### src/hdl/unord_cmp_regs.vh
// constants for the unordered-or-relation floating-point compare unit
// assumes a 32-bit instruction word and a register file with one-cycle read latency
`ifndef UNORD_CMP_REGS_VH
`define UNORD_CMP_REGS_VH

// ----------------------------------------------------------------
// instruction fields
// ----------------------------------------------------------------
`define MAJOR_MSB 31
`define MAJOR_LSB 26
`define SRC_A_MSB 20
`define SRC_A_LSB 16
`define SRC_B_MSB 15
`define SRC_B_LSB 11
`define MINOR_MSB 7
`define MINOR_LSB 0

// ----------------------------------------------------------------
// opcode values
// ----------------------------------------------------------------
`define MAJOR_FP_GROUP 6'h32
`define CMP_UNORD_EQ_DOUBLE 8'h38
`define CMP_UNORD_GE_DOUBLE 8'h3b
`define CMP_UNORD_GT_DOUBLE 8'h3a
`define CMP_UNORD_LE_DOUBLE 8'h3d
`define CMP_UNORD_EQ_SINGLE 8'h28
`define CMP_UNORD_GE_SINGLE 8'h2b
`define CMP_UNORD_GT_SINGLE 8'h2a
`define CMP_UNORD_LE_SINGLE 8'h2d

// ----------------------------------------------------------------
// relation codes, flag reset value and pair register step
// ----------------------------------------------------------------
`define REL_EQ 2'h0
`define REL_GE 2'h1
`define REL_GT 2'h2
`define REL_LE 2'h3
`define FLAG_RESET 1'h0
`define PAIR_STEP 5'h01

`endif

### src/hdl/fp_order_cmp.v
// ieee-style ordering compare of two operands of one precision
// purely combinational; caller registers whatever it needs
`timescale 1ns/1ns
`default_nettype none

module fp_order_cmp #(
    parameter EXP_W = 11,
    parameter FRAC_W = 52
) (
    input wire [EXP_W+FRAC_W:0] a, // first operand
    input wire [EXP_W+FRAC_W:0] b, // second operand
    output wire nan_any,           // either operand is a nan
    output wire inf_any,           // either operand is an infinity
    output wire equal,             // ordered and a == b
    output wire greater            // ordered and a > b
);
    localparam W = 1 + EXP_W + FRAC_W;

    wire sign_a = a[W-1];
    wire sign_b = b[W-1];
    wire [W-2:0] mag_a = a[W-2:0];
    wire [W-2:0] mag_b = b[W-2:0];
    wire exp_ones_a = &a[W-2:FRAC_W];
    wire exp_ones_b = &b[W-2:FRAC_W];
    wire frac_nz_a = |a[FRAC_W-1:0];
    wire frac_nz_b = |b[FRAC_W-1:0];
    wire nan_a = exp_ones_a & frac_nz_a;
    wire nan_b = exp_ones_b & frac_nz_b;
    // +0 and -0 are one value
    wire both_zero = ~|mag_a & ~|mag_b;
    wire mag_gt = mag_a > mag_b;
    wire mag_lt = mag_a < mag_b;

    assign nan_any = nan_a | nan_b;
    assign inf_any = (exp_ones_a & ~frac_nz_a) | (exp_ones_b & ~frac_nz_b);
    assign equal = ~nan_any & (both_zero | (a == b));
    assign greater = ~nan_any & ~both_zero &
                     ((~sign_a & sign_b) |
                      (~sign_a & ~sign_b & mag_gt) |
                      (sign_a & sign_b & mag_lt));
endmodule // fp_order_cmp

`default_nettype wire

### src/hdl/unordered_fp_compare.v
// unordered-or-relation set-flag compare unit, single and double forms
// assumes register file answers a read one cycle after gpr_rd_en,
// and the pipeline waits on issue_ready before sending the next word
`timescale 1ns/1ns
`default_nettype none
`include "unord_cmp_regs.vh"

module unordered_fp_compare #(
    parameter XLEN = 32
) (
    input wire core_clk,               // core clock
    input wire nrst,                   // async reset, active low
    input wire issue_valid,            // instruction word offered
    input wire [31:0] issue_instr,     // instruction word
    output wire issue_ready,           // unit idle, can take a word
    output wire issue_claimed,         // word belongs to this group
    output reg gpr_rd_en,              // register file read strobe
    output reg [4:0] gpr_addr_a,       // first source index
    output reg [4:0] gpr_addr_b,       // second source index
    input wire [XLEN-1:0] gpr_data_a,  // first source data
    input wire [XLEN-1:0] gpr_data_b,  // second source data
    output reg flag_we,                // write compare flag in supervision_word
    output reg flag_value,             // compare flag value
    output reg infinity_seen_set       // set infinity_seen_bit in fp_control_status
);
    // ----------------------------------------------------------------
    // states
    // ----------------------------------------------------------------
    localparam S_IDLE = 3'h0;
    localparam S_RD_HI = 3'h1;
    localparam S_RD_LO = 3'h2;
    localparam S_WAIT = 3'h3;
    localparam S_EXEC = 3'h4;

    reg [2:0] state;
    reg [2:0] next_state;
    reg [1:0] rel;
    reg is_double;
    reg [4:0] src_a;
    reg [4:0] src_b;
    reg [63:0] op_a;
    reg [63:0] op_b;

    // ----------------------------------------------------------------
    // decode
    // ----------------------------------------------------------------
    wire [5:0] major = issue_instr[`MAJOR_MSB:`MAJOR_LSB];
    wire [7:0] minor = issue_instr[`MINOR_MSB:`MINOR_LSB];
    reg minor_hit;
    reg [1:0] minor_rel;
    reg minor_double;

    always @* begin
        minor_hit = 1'b1;
        minor_rel = `REL_EQ;
        minor_double = 1'b0;
        case (minor)
            `CMP_UNORD_EQ_DOUBLE: begin
                minor_double = 1'b1;
            end
            `CMP_UNORD_GE_DOUBLE: begin
                minor_rel = `REL_GE;
                minor_double = 1'b1;
            end
            `CMP_UNORD_GT_DOUBLE: begin
                minor_rel = `REL_GT;
                minor_double = 1'b1;
            end
            `CMP_UNORD_LE_DOUBLE: begin
                minor_rel = `REL_LE;
                minor_double = 1'b1;
            end
            `CMP_UNORD_EQ_SINGLE: begin
                minor_rel = `REL_EQ;
            end
            // this code is taken as the ge form; the unordered-only compare lives elsewhere
            `CMP_UNORD_GE_SINGLE: begin
                minor_rel = `REL_GE;
            end
            `CMP_UNORD_GT_SINGLE: begin
                minor_rel = `REL_GT;
            end
            `CMP_UNORD_LE_SINGLE: begin
                minor_rel = `REL_LE;
            end
            default: begin
                minor_hit = 1'b0;
            end
        endcase
    end

    // reserved fields are not checked; other units share the major code
    assign issue_claimed = (major == `MAJOR_FP_GROUP) & minor_hit;
    assign issue_ready = (state == S_IDLE);

    wire take = issue_valid & issue_claimed & issue_ready;
    // only a double on a narrow machine needs a second read
    wire pair_mode = is_double & (XLEN == 32);

    // ----------------------------------------------------------------
    // read data widened to one double word
    // ----------------------------------------------------------------
    wire [63:0] data_a_ext;
    wire [63:0] data_b_ext;

    generate
        if (XLEN == 64) begin : g_wide
            assign data_a_ext = gpr_data_a;
            assign data_b_ext = gpr_data_b;
        end else begin : g_narrow
            assign data_a_ext = {32'h0, gpr_data_a[31:0]};
            assign data_b_ext = {32'h0, gpr_data_b[31:0]};
        end
    endgenerate

    // ----------------------------------------------------------------
    // sequencer
    // ----------------------------------------------------------------
    always @* begin
        next_state = state;
        case (state)
            S_IDLE: begin
                if (take) begin
                    next_state = S_RD_HI;
                end
            end
            S_RD_HI: begin
                if (pair_mode) begin
                    next_state = S_RD_LO;
                end else begin
                    next_state = S_WAIT;
                end
            end
            S_RD_LO: begin
                next_state = S_WAIT;
            end
            S_WAIT: begin
                next_state = S_EXEC;
            end
            S_EXEC: begin
                next_state = S_IDLE;
            end
            default: begin
                next_state = S_IDLE;
            end
        endcase
    end

    always @(posedge core_clk or negedge nrst) begin
        if (!nrst) begin
            state <= S_IDLE;
            rel <= `REL_EQ;
            is_double <= 1'b0;
            src_a <= 5'h00;
            src_b <= 5'h00;
        end else begin
            state <= next_state;
            if (take) begin
                rel <= minor_rel;
                is_double <= minor_double;
                src_a <= issue_instr[`SRC_A_MSB:`SRC_A_LSB];
                src_b <= issue_instr[`SRC_B_MSB:`SRC_B_LSB];
            end
        end
    end

    // ----------------------------------------------------------------
    // register file reads
    // ----------------------------------------------------------------
    always @(posedge core_clk or negedge nrst) begin
        if (!nrst) begin
            gpr_rd_en <= 1'b0;
            gpr_addr_a <= 5'h00;
            gpr_addr_b <= 5'h00;
        end else if (take) begin
            gpr_rd_en <= 1'b1;
            gpr_addr_a <= issue_instr[`SRC_A_MSB:`SRC_A_LSB];
            gpr_addr_b <= issue_instr[`SRC_B_MSB:`SRC_B_LSB];
        end else if (state == S_RD_HI && pair_mode) begin
            // second register of each pair follows the first
            gpr_rd_en <= 1'b1;
            gpr_addr_a <= src_a + `PAIR_STEP;
            gpr_addr_b <= src_b + `PAIR_STEP;
        end else begin
            gpr_rd_en <= 1'b0;
        end
    end

    // ----------------------------------------------------------------
    // operand capture
    // ----------------------------------------------------------------
    always @(posedge core_clk or negedge nrst) begin
        if (!nrst) begin
            op_a <= 64'h0;
            op_b <= 64'h0;
        end else if (state == S_RD_LO) begin
            op_a[63:32] <= data_a_ext[31:0];
            op_b[63:32] <= data_b_ext[31:0];
        end else if (state == S_WAIT) begin
            if (pair_mode) begin
                op_a[31:0] <= data_a_ext[31:0];
                op_b[31:0] <= data_b_ext[31:0];
            end else begin
                op_a <= data_a_ext;
                op_b <= data_b_ext;
            end
        end
    end

    // ----------------------------------------------------------------
    // comparators, one per precision
    // ----------------------------------------------------------------
    wire dbl_nan;
    wire dbl_inf;
    wire dbl_eq;
    wire dbl_gt;
    wire sgl_nan;
    wire sgl_inf;
    wire sgl_eq;
    wire sgl_gt;

    fp_order_cmp #(
        .EXP_W(11),
        .FRAC_W(52)
    ) u_cmp_double (
        .a(op_a),
        .b(op_b),
        .nan_any(dbl_nan),
        .inf_any(dbl_inf),
        .equal(dbl_eq),
        .greater(dbl_gt)
    );

    fp_order_cmp #(
        .EXP_W(8),
        .FRAC_W(23)
    ) u_cmp_single (
        .a(op_a[31:0]),
        .b(op_b[31:0]),
        .nan_any(sgl_nan),
        .inf_any(sgl_inf),
        .equal(sgl_eq),
        .greater(sgl_gt)
    );

    wire any_nan = is_double ? dbl_nan : sgl_nan;
    wire any_inf = is_double ? dbl_inf : sgl_inf;
    wire ord_eq = is_double ? dbl_eq : sgl_eq;
    wire ord_gt = is_double ? dbl_gt : sgl_gt;

    reg next_flag;

    always @* begin
        case (rel)
            `REL_EQ: next_flag = any_nan | ord_eq;
            `REL_GE: next_flag = any_nan | ord_gt | ord_eq;
            `REL_GT: next_flag = any_nan | ord_gt;
            // ordered and not greater is less or equal
            default: next_flag = any_nan | ~ord_gt;
        endcase
    end

    // ----------------------------------------------------------------
    // results; no invalid-operation output exists, so that bit stays put
    // ----------------------------------------------------------------
    always @(posedge core_clk or negedge nrst) begin
        if (!nrst) begin
            flag_we <= 1'b0;
            flag_value <= `FLAG_RESET;
            infinity_seen_set <= 1'b0;
        end else if (state == S_EXEC) begin
            flag_we <= 1'b1;
            flag_value <= next_flag;
            infinity_seen_set <= any_inf;
        end else begin
            flag_we <= 1'b0;
            infinity_seen_set <= 1'b0;
        end
    end
endmodule // unordered_fp_compare

`default_nettype wire

### config.mk
export PLATFORM = sky130hd
export DESIGN_NAME = unordered_fp_compare
export DESIGN_NICKNAME = d
export VERILOG_FILES = /design/src/hdl/fp_order_cmp.v /design/src/hdl/unordered_fp_compare.v
export VERILOG_INCLUDE_DIRS = /design/src /design/src/hdl
export SDC_FILE = /design/constraint.sdc
export NUM_CORES = 1
export LEC_CHECK = 0
export ABC_CLOCK_PERIOD_IN_PS = 4900
export BUFFER_PORTS_ARGS = -buffer_cell sky130_fd_sc_hd__buf_4
export CAP_MARGIN = 25
export CORE_MARGIN = 8
export CORE_UTILIZATION = 64
export CTS_CLUSTER_DIAMETER = 40
export DETAILED_ROUTE_END_ITERATION = 16
export GPL_ROUTABILITY_DRIVEN = 0
export PLACE_DENSITY = 0.85
export SLEW_MARGIN = 0
export SYNTH_ARGS = -nofsm -noshare
export SYNTH_HDL_FRONTEND = slang
export SYNTH_HIERARCHICAL = 1
export SYNTH_SLANG_ARGS = --single-unit
export TNS_END_PERCENT = 30
### constraint.sdc
create_clock -name core_clk -period 4.9 [get_ports core_clk]
set_input_delay 0.49 -clock core_clk [delete_from_list [all_inputs] [get_ports core_clk]]
set_output_delay 0.49 -clock core_clk [all_outputs]
set_load 0.01 [all_outputs]
# After elaboration in Yosys (flattened, before gate mapping)
# Cells that the tools add are included.
totals:
  register_bits: 158
  latch_bits: 0
  ramBits: 0
  romBits: 0
  wordCells: 149
  n_memories: 0
op_classes:
  n_addsub: 2
  mul: 0
  div_mod_pow: 0
  magnitude_cmp: 4
  n_eq_ne: 19
  n_shift: 0
  mux: 24
  bitwise_logic: 57
  n_reduce_logical: 28
ops:
  columns: ["operator", "n"]
  rows:
  - ["64-bit two-way mux", 2]
  - ["63-bit OR reduction", 2]
  - ["52-bit OR reduction", 2]
  - ["32-bit two-way mux", 3]
  - ["64-bit == test", 1]
  - ["8-bit by 6-bit == test with 1-bit output, second input constant", 8]
  - ["63-bit greater-than comparator", 1]
  - ["63-bit < comparator", 1]
  - ["31-bit OR reduction", 2]
  - ["23-bit OR reduction", 2]
  - ["32-bit == test", 1]
  - ["31-bit greater-than comparator", 1]
  - ["31-bit < comparator", 1]
  - ["1-bit bitwise AND", 29]
  - ["11-bit AND reduction", 2]
  - ["5-bit two-way mux", 4]
  - ["8-bit AND reduction", 2]
  - ["1-bit inverter", 14]
  - ["1-bit bitwise OR", 14]
  - ["3-bit one-hot mux with 4 select lines", 1]
  - ["1-bit two-way mux", 11]
  - ["5-bit by 1-bit adder with 5-bit output, second input constant", 2]
  - ["8-bit OR reduction", 1]
  - ["3-bit by 2-bit == test with 1-bit output, second input constant", 2]
  - ["17 further kinds", 25]

# Longest topological paths before layout
logic_depth:
  ltp_word: 10
  mapped_depth: 11

# Hierarchy
# The synthesis kept the hierarchy.
by_module_without_submodules:
  columns: ["mod", "n_inst", "cells_per_inst", "area_each_um2", "seq_area_each_um2"]
  rows:
  - ["unordered_fp_compare", 1, 414, 6199.7, 3953.8]
  - ["fp_order_cmp (u_cmp_double)", 1, 297, 2087.0, 0.0]
  - ["fp_order_cmp (u_cmp_single)", 1, 157, 1068.5, 0.0]

# Worst setup path before layout
# OpenSTA, ideal clock, no wires.
synth_path:
  kind: "flip-flop to flip-flop"
  start: "reg op_b[60]"
  end: "reg flag_value"
  setup_ps: 66
  arrival_ps: 2503
  required_time_ps: 4834
  slack_ps: 2332
  stages_incl_launch_ff: 12
  cell_sequence: "dfrtp_1 > inv_1 > ha_1 > nand4_2 > nor4_4 > nand4_1 > o221a_1 > nor4b_4 > mux2_4 > a32o_1 > a31oi_1 > a22o_1"
synth_via:
  elab_chain_cells: 10
synth_lines:
  columns: ["item", "line_no", "rtl"]
  rows:
  - ["start, declared", "unordered_fp_compare.v:42", "reg [63:0] op_b;"]
  - ["start signal, assigned", "unordered_fp_compare.v:198", "op_b[63:32] <= data_b_ext[31:0];"]
  - ["start signal, assigned", "unordered_fp_compare.v:205", "op_b <= data_b_ext;"]
  - ["branches (longest 5 deep; another with 63-bit greater-than comparator)", null, null]
  - ["1-bit bitwise AND *", "fp_order_cmp.v:37", "assign greater = ~nan_any & ~both_zero &"]
  - ["via dbl_gt", "unordered_fp_compare.v:216", "wire dbl_gt;"]
  - ["1-bit two-way mux *", "unordered_fp_compare.v:249", "wire ord_gt = is_double ? dbl_gt : sgl_gt;"]
  - ["1-bit bitwise OR / 1-bit inverter (equally long branches)", "unordered_fp_compare.v:256, unordered_fp_compare.v:257, unordered_fp_compare.v:259", null]
  - ["1-bit bitwise OR, on equally long branches", "unordered_fp_compare.v:256, unordered_fp_compare.v:259", null]
  - ["1-bit one-hot mux with 3 select lines *", "unordered_fp_compare.v:254", "case (rel)"]
  - ["end signal, assigned", "unordered_fp_compare.v:269", "flag_value <= `FLAG_RESET;"]
  - ["end signal, assigned", "unordered_fp_compare.v:273", "flag_value <= next_flag;"]
  - ["end, declared", "unordered_fp_compare.v:23", "output reg flag_value,"]
# Mark *: on every way through the listed nets, which the timed path passes.
# A chain may end at the register's enable or synchronous reset.

# Final worst setup path
layout_path:
  start: "reg op_b[41]"
  end: "reg flag_value"
layout_via:
  elab_chain_cells: 10
layout_lines:
  columns: ["item", "line_no"]
  rows:
  - ["branches (longest 5 deep; another with 63-bit greater-than comparator)", null]
  - ["1-bit bitwise AND *", "fp_order_cmp.v:37"]
  - ["via dbl_gt", "unordered_fp_compare.v:216"]
  - ["1-bit two-way mux *", "unordered_fp_compare.v:249"]
  - ["1-bit bitwise OR / 1-bit inverter (equally long branches)", "unordered_fp_compare.v:256, unordered_fp_compare.v:257, unordered_fp_compare.v:259"]
  - ["1-bit bitwise OR, on equally long branches", "unordered_fp_compare.v:256, unordered_fp_compare.v:259"]
  - ["1-bit one-hot mux with 3 select lines *", "unordered_fp_compare.v:254"]
# Marked as above.

==> key figures <==
Run status
  • Status: completed

Setup path
  • Reg-to-reg endpoint: flag_value
  • Crit path DAT: 3.56 ns
  • FF-to-FF Start: op_b[41]
  • CP startpoint: op_b[41]
  • Worst-path maximum fanout: 4
  • Largest stage delay, worst path: roughly 0.54 ns
  • CP most frequent cell: nand4_1
  • Required time of the critical path: 5.26 ns
  • Cell chain of the critical path: inv_1 > ha_1 > nand4_1 > nor4_2 > nand4_1 > a21oi_1 > nor4b_4 > mux2_4 > a32o_1 > a31oi_1 > a22o_1
  • CP max stage cell: nor4_2
  • Reg2reg path depth: 11
  • Setup crit start kind: register
  • WS Path Type: register to register
  • Worst R2R Setup Slack: about 1.7 ns
  • Worst Setup End Kind: register

Finish
  • Layout Area Growth over Synthesis: 16.4%
  • Design area: between 0.01 and 0.015 mm2
  • Nets@finish: about 1200
  • Diodes inserted: 0
  • Share of cells above drive strength 1: around a fifth

Timing
  • RSZ-0062 raised after global routing: no
  • Final hold vios: 0
  • TNS Setup: 0 ns
  • Final setup vio count: 0
  • Period minus WS final: around 3.2 ns
  • Pins Over Slew Limit: 0
  • Fin crit share: 65.3%
  • Max frequency: 313 MHz
  • Setup Skew: 0.00756 ns
  • Slew headroom: around 45%
  • Measured slew at the worst slew-check pin: between 0.8 and 0.9 ns

Detailed routing
  • Post-Route WL: about 24000 um
  • Via count: 7466
  • Avg WL per Cell: 20.2 um
  • 1st-iter DRT viols: just over 700
  • Vias per cell: about 6.4
  • Antenna Nets Post-Route: 0
  • 1st-pass router iterations: 7
  • DRC viols: 0

Synth
  • Netlist cell types: 62
  • Post-synthesis cell area: 0.00936 mm2
  • Proportion of synthesized area in mux cells: a little under an eighth
  • Post-Synth Adder-Cell Area: between 10% and 20%
  • Post-synth EDFFs: 0
  • Mean area per synthesized cell: around 11 um2
  • Ys async rst share: 100%
  • Syn Nets: ~1100
  • Post-synthesis simple-gate area fraction: about an eighth
  • Yosys warnings: 6
  • Post-synthesis compound-gate area fraction: approximately 13%
  • Post-Synthesis Cells: approximately 870
  • Largest family of logic cells by synthesized area: adder cells
  • Register area share after synthesis: 42.3%
  • Ys flop type: dfrtp_1
  • Synth Area in XOR/XNOR: less than 1%
  • FF+latch count, synth: 158

Global routing
  • Global-route wire length before repair: ~38000 um
  • Vias in the first global route: between 7000 and 8000
  • Largest net degree at the start of global routing: 65
  • Antenna violations before repair: 0
  • Grt ovf: 0
  • Total GRT Usage: a little over a quarter

Clock tree
  • # hold bufs at CTS: 0
  • Post-CTS Setup Bufs: 0
  • TritonCTS clock tree: built
  • CTS resizes: 0
  • CTS Buf Count: 17
  • Root Driver: clkbuf_16
  • Clock sink count: roughly 160
  • Longest Clk Path Bufs: 2
  • CTS clk-pin slew, worst paths: approximately 0.06 ns
  • H-tree levels: 4
  • Clock Latency Late Sink: between 0.4 and 0.5 ns

Floorplan
  • Rows: between 40 and 50
  • Die ar.: around 0.019 mm2
  • Top Ports: around 120
  • Die height: 137 um
  • Core area: about 0.014 mm2
  • Starting density of the core: 64.9%
  • DIE WIDTH: approximately 140 um

Pwr
  • Pwr/cell area: between 600 and 700 mW/mm2
  • Worst VDD drop: 0.425 mV
  • Leak: 5.38 nW

Placement
  • DP Area: a little over 0.01 mm2
  • Dpl hpwl: 17200 um
  • Port bufs: 106

Min path
  • Tightest Hold Check Type: input pin to asynchronous set/reset pin

Job
  • Max Cap Viol: 0
## worst max-delay path, delay by kind of cell, from the launching register on
family	cells	cell delay [ns]
and+or+nand+nor	4	1.10
AOI/OAI and AO/OA	4	0.89
DFF	1	0.43
muxes	1	0.33
adders and majority gates	1	0.32
buffers and inverters	1	0.07
## synth_stat cells, types with 8 or more instances
master    count  area share (%)
a211oi_1      8            0.64
a21oi_1      47             2.5
a22o_1       66             6.2
buf_2        17            0.91
dfrtp_1     158              42
ha_1        102              14
inv_1       112             4.5
mux2_1       53             6.4
mux2_2       17             2.0
mux2_4       18             2.9
nand2_1      33             1.3
nand3_1      24             1.3
nand4_1      34             2.3
nor2_1       26             1.0
nor4_1       46             3.1
o21ai_0      15            0.80
## layout make-up
class,count,area (um2)
fill,959,3540
timing repair buffer,111,837
clock buffer,21,480
sequential,158,3950
multi-input combinational,572,4860
clock inverter,11,105
tap,184,230
inverter,112,420
## worst max-delay path by stage
stage / endpoint / slack, ns
floorplan: flag_value / 2.33
global placement: flag_value / 2.00
detailed placement: flag_value / 1.89
CTS: flag_value / 1.80
global route: flag_value / 1.57
finish: flag_value / 1.70
## registers in the layout, indices dropped and copies added, names as in the netlist, 2 cells and up
name        cells
op_a           64
op_b           64
gpr_addr_a      5
gpr_addr_b      5
src_a           5
src_b           5
state           3
rel             2
## metal layers
metal,share of wire (%),track usage [%],routed length (um)
met5,0,0,0
met4,2.8,10.6,652
met3,7.7,5.95,1830
met2,49,42.9,11500
met1,41,33.0,9680
## kinds of logic after synthesis
kind of cell,count (synthesis)
buffers and inverters,138
DFF,158
muxes,91
and+or+nand+nor,207
adders and majority gates,102
AOI/OAI and AO/OA,163
xor gates and xnor gates,9
## cell usage in the layout, fill, tap and decap left out, types with 18 or more instances in the layout
master,instances
a21oi_1,47
a22o_1,66
buf_4,110
dfrtp_1,158
ha_1,102
inv_1,112
mux2_1,53
mux2_4,18
nand2_1,31
nand3_1,24
nand4_1,34
nor2_1,26
nor4_1,46
## where the power goes
part           total (mW)  switching [mW]  leakage [nW]  internal [mW]
registers            2.75           0.849          1.92           1.90
logic                3.37            1.73          3.18           1.64
clock network        1.30           0.546         0.278          0.756
## per-stage QoR
| step | hold WS, ns | utilization (%) | setup slack [ns] | std cells | power [mW] |
|---|---|---|---|---|---|
| 2_1_floorplan | 0.194 | - | 2.33 | 868 | 4.96 |
| 3_3_place_gp | 0.497 | 71.4 | 2.00 | 1137 | 5.81 |
| 3_5_place_dp | 0.504 | 71.4 | 1.89 | 1137 | 6.01 |
| 4_1_cts | 0.0588 | 75.5 | 1.80 | 1169 | 7.37 |
| 5_1_grt | 0.0933 | 75.5 | 1.57 | 1169 | 7.99 |
| 6_report | 0.0492 | 75.5 | 1.70 | 1169 | 7.42 |
(Power assumes the default switching activity.)
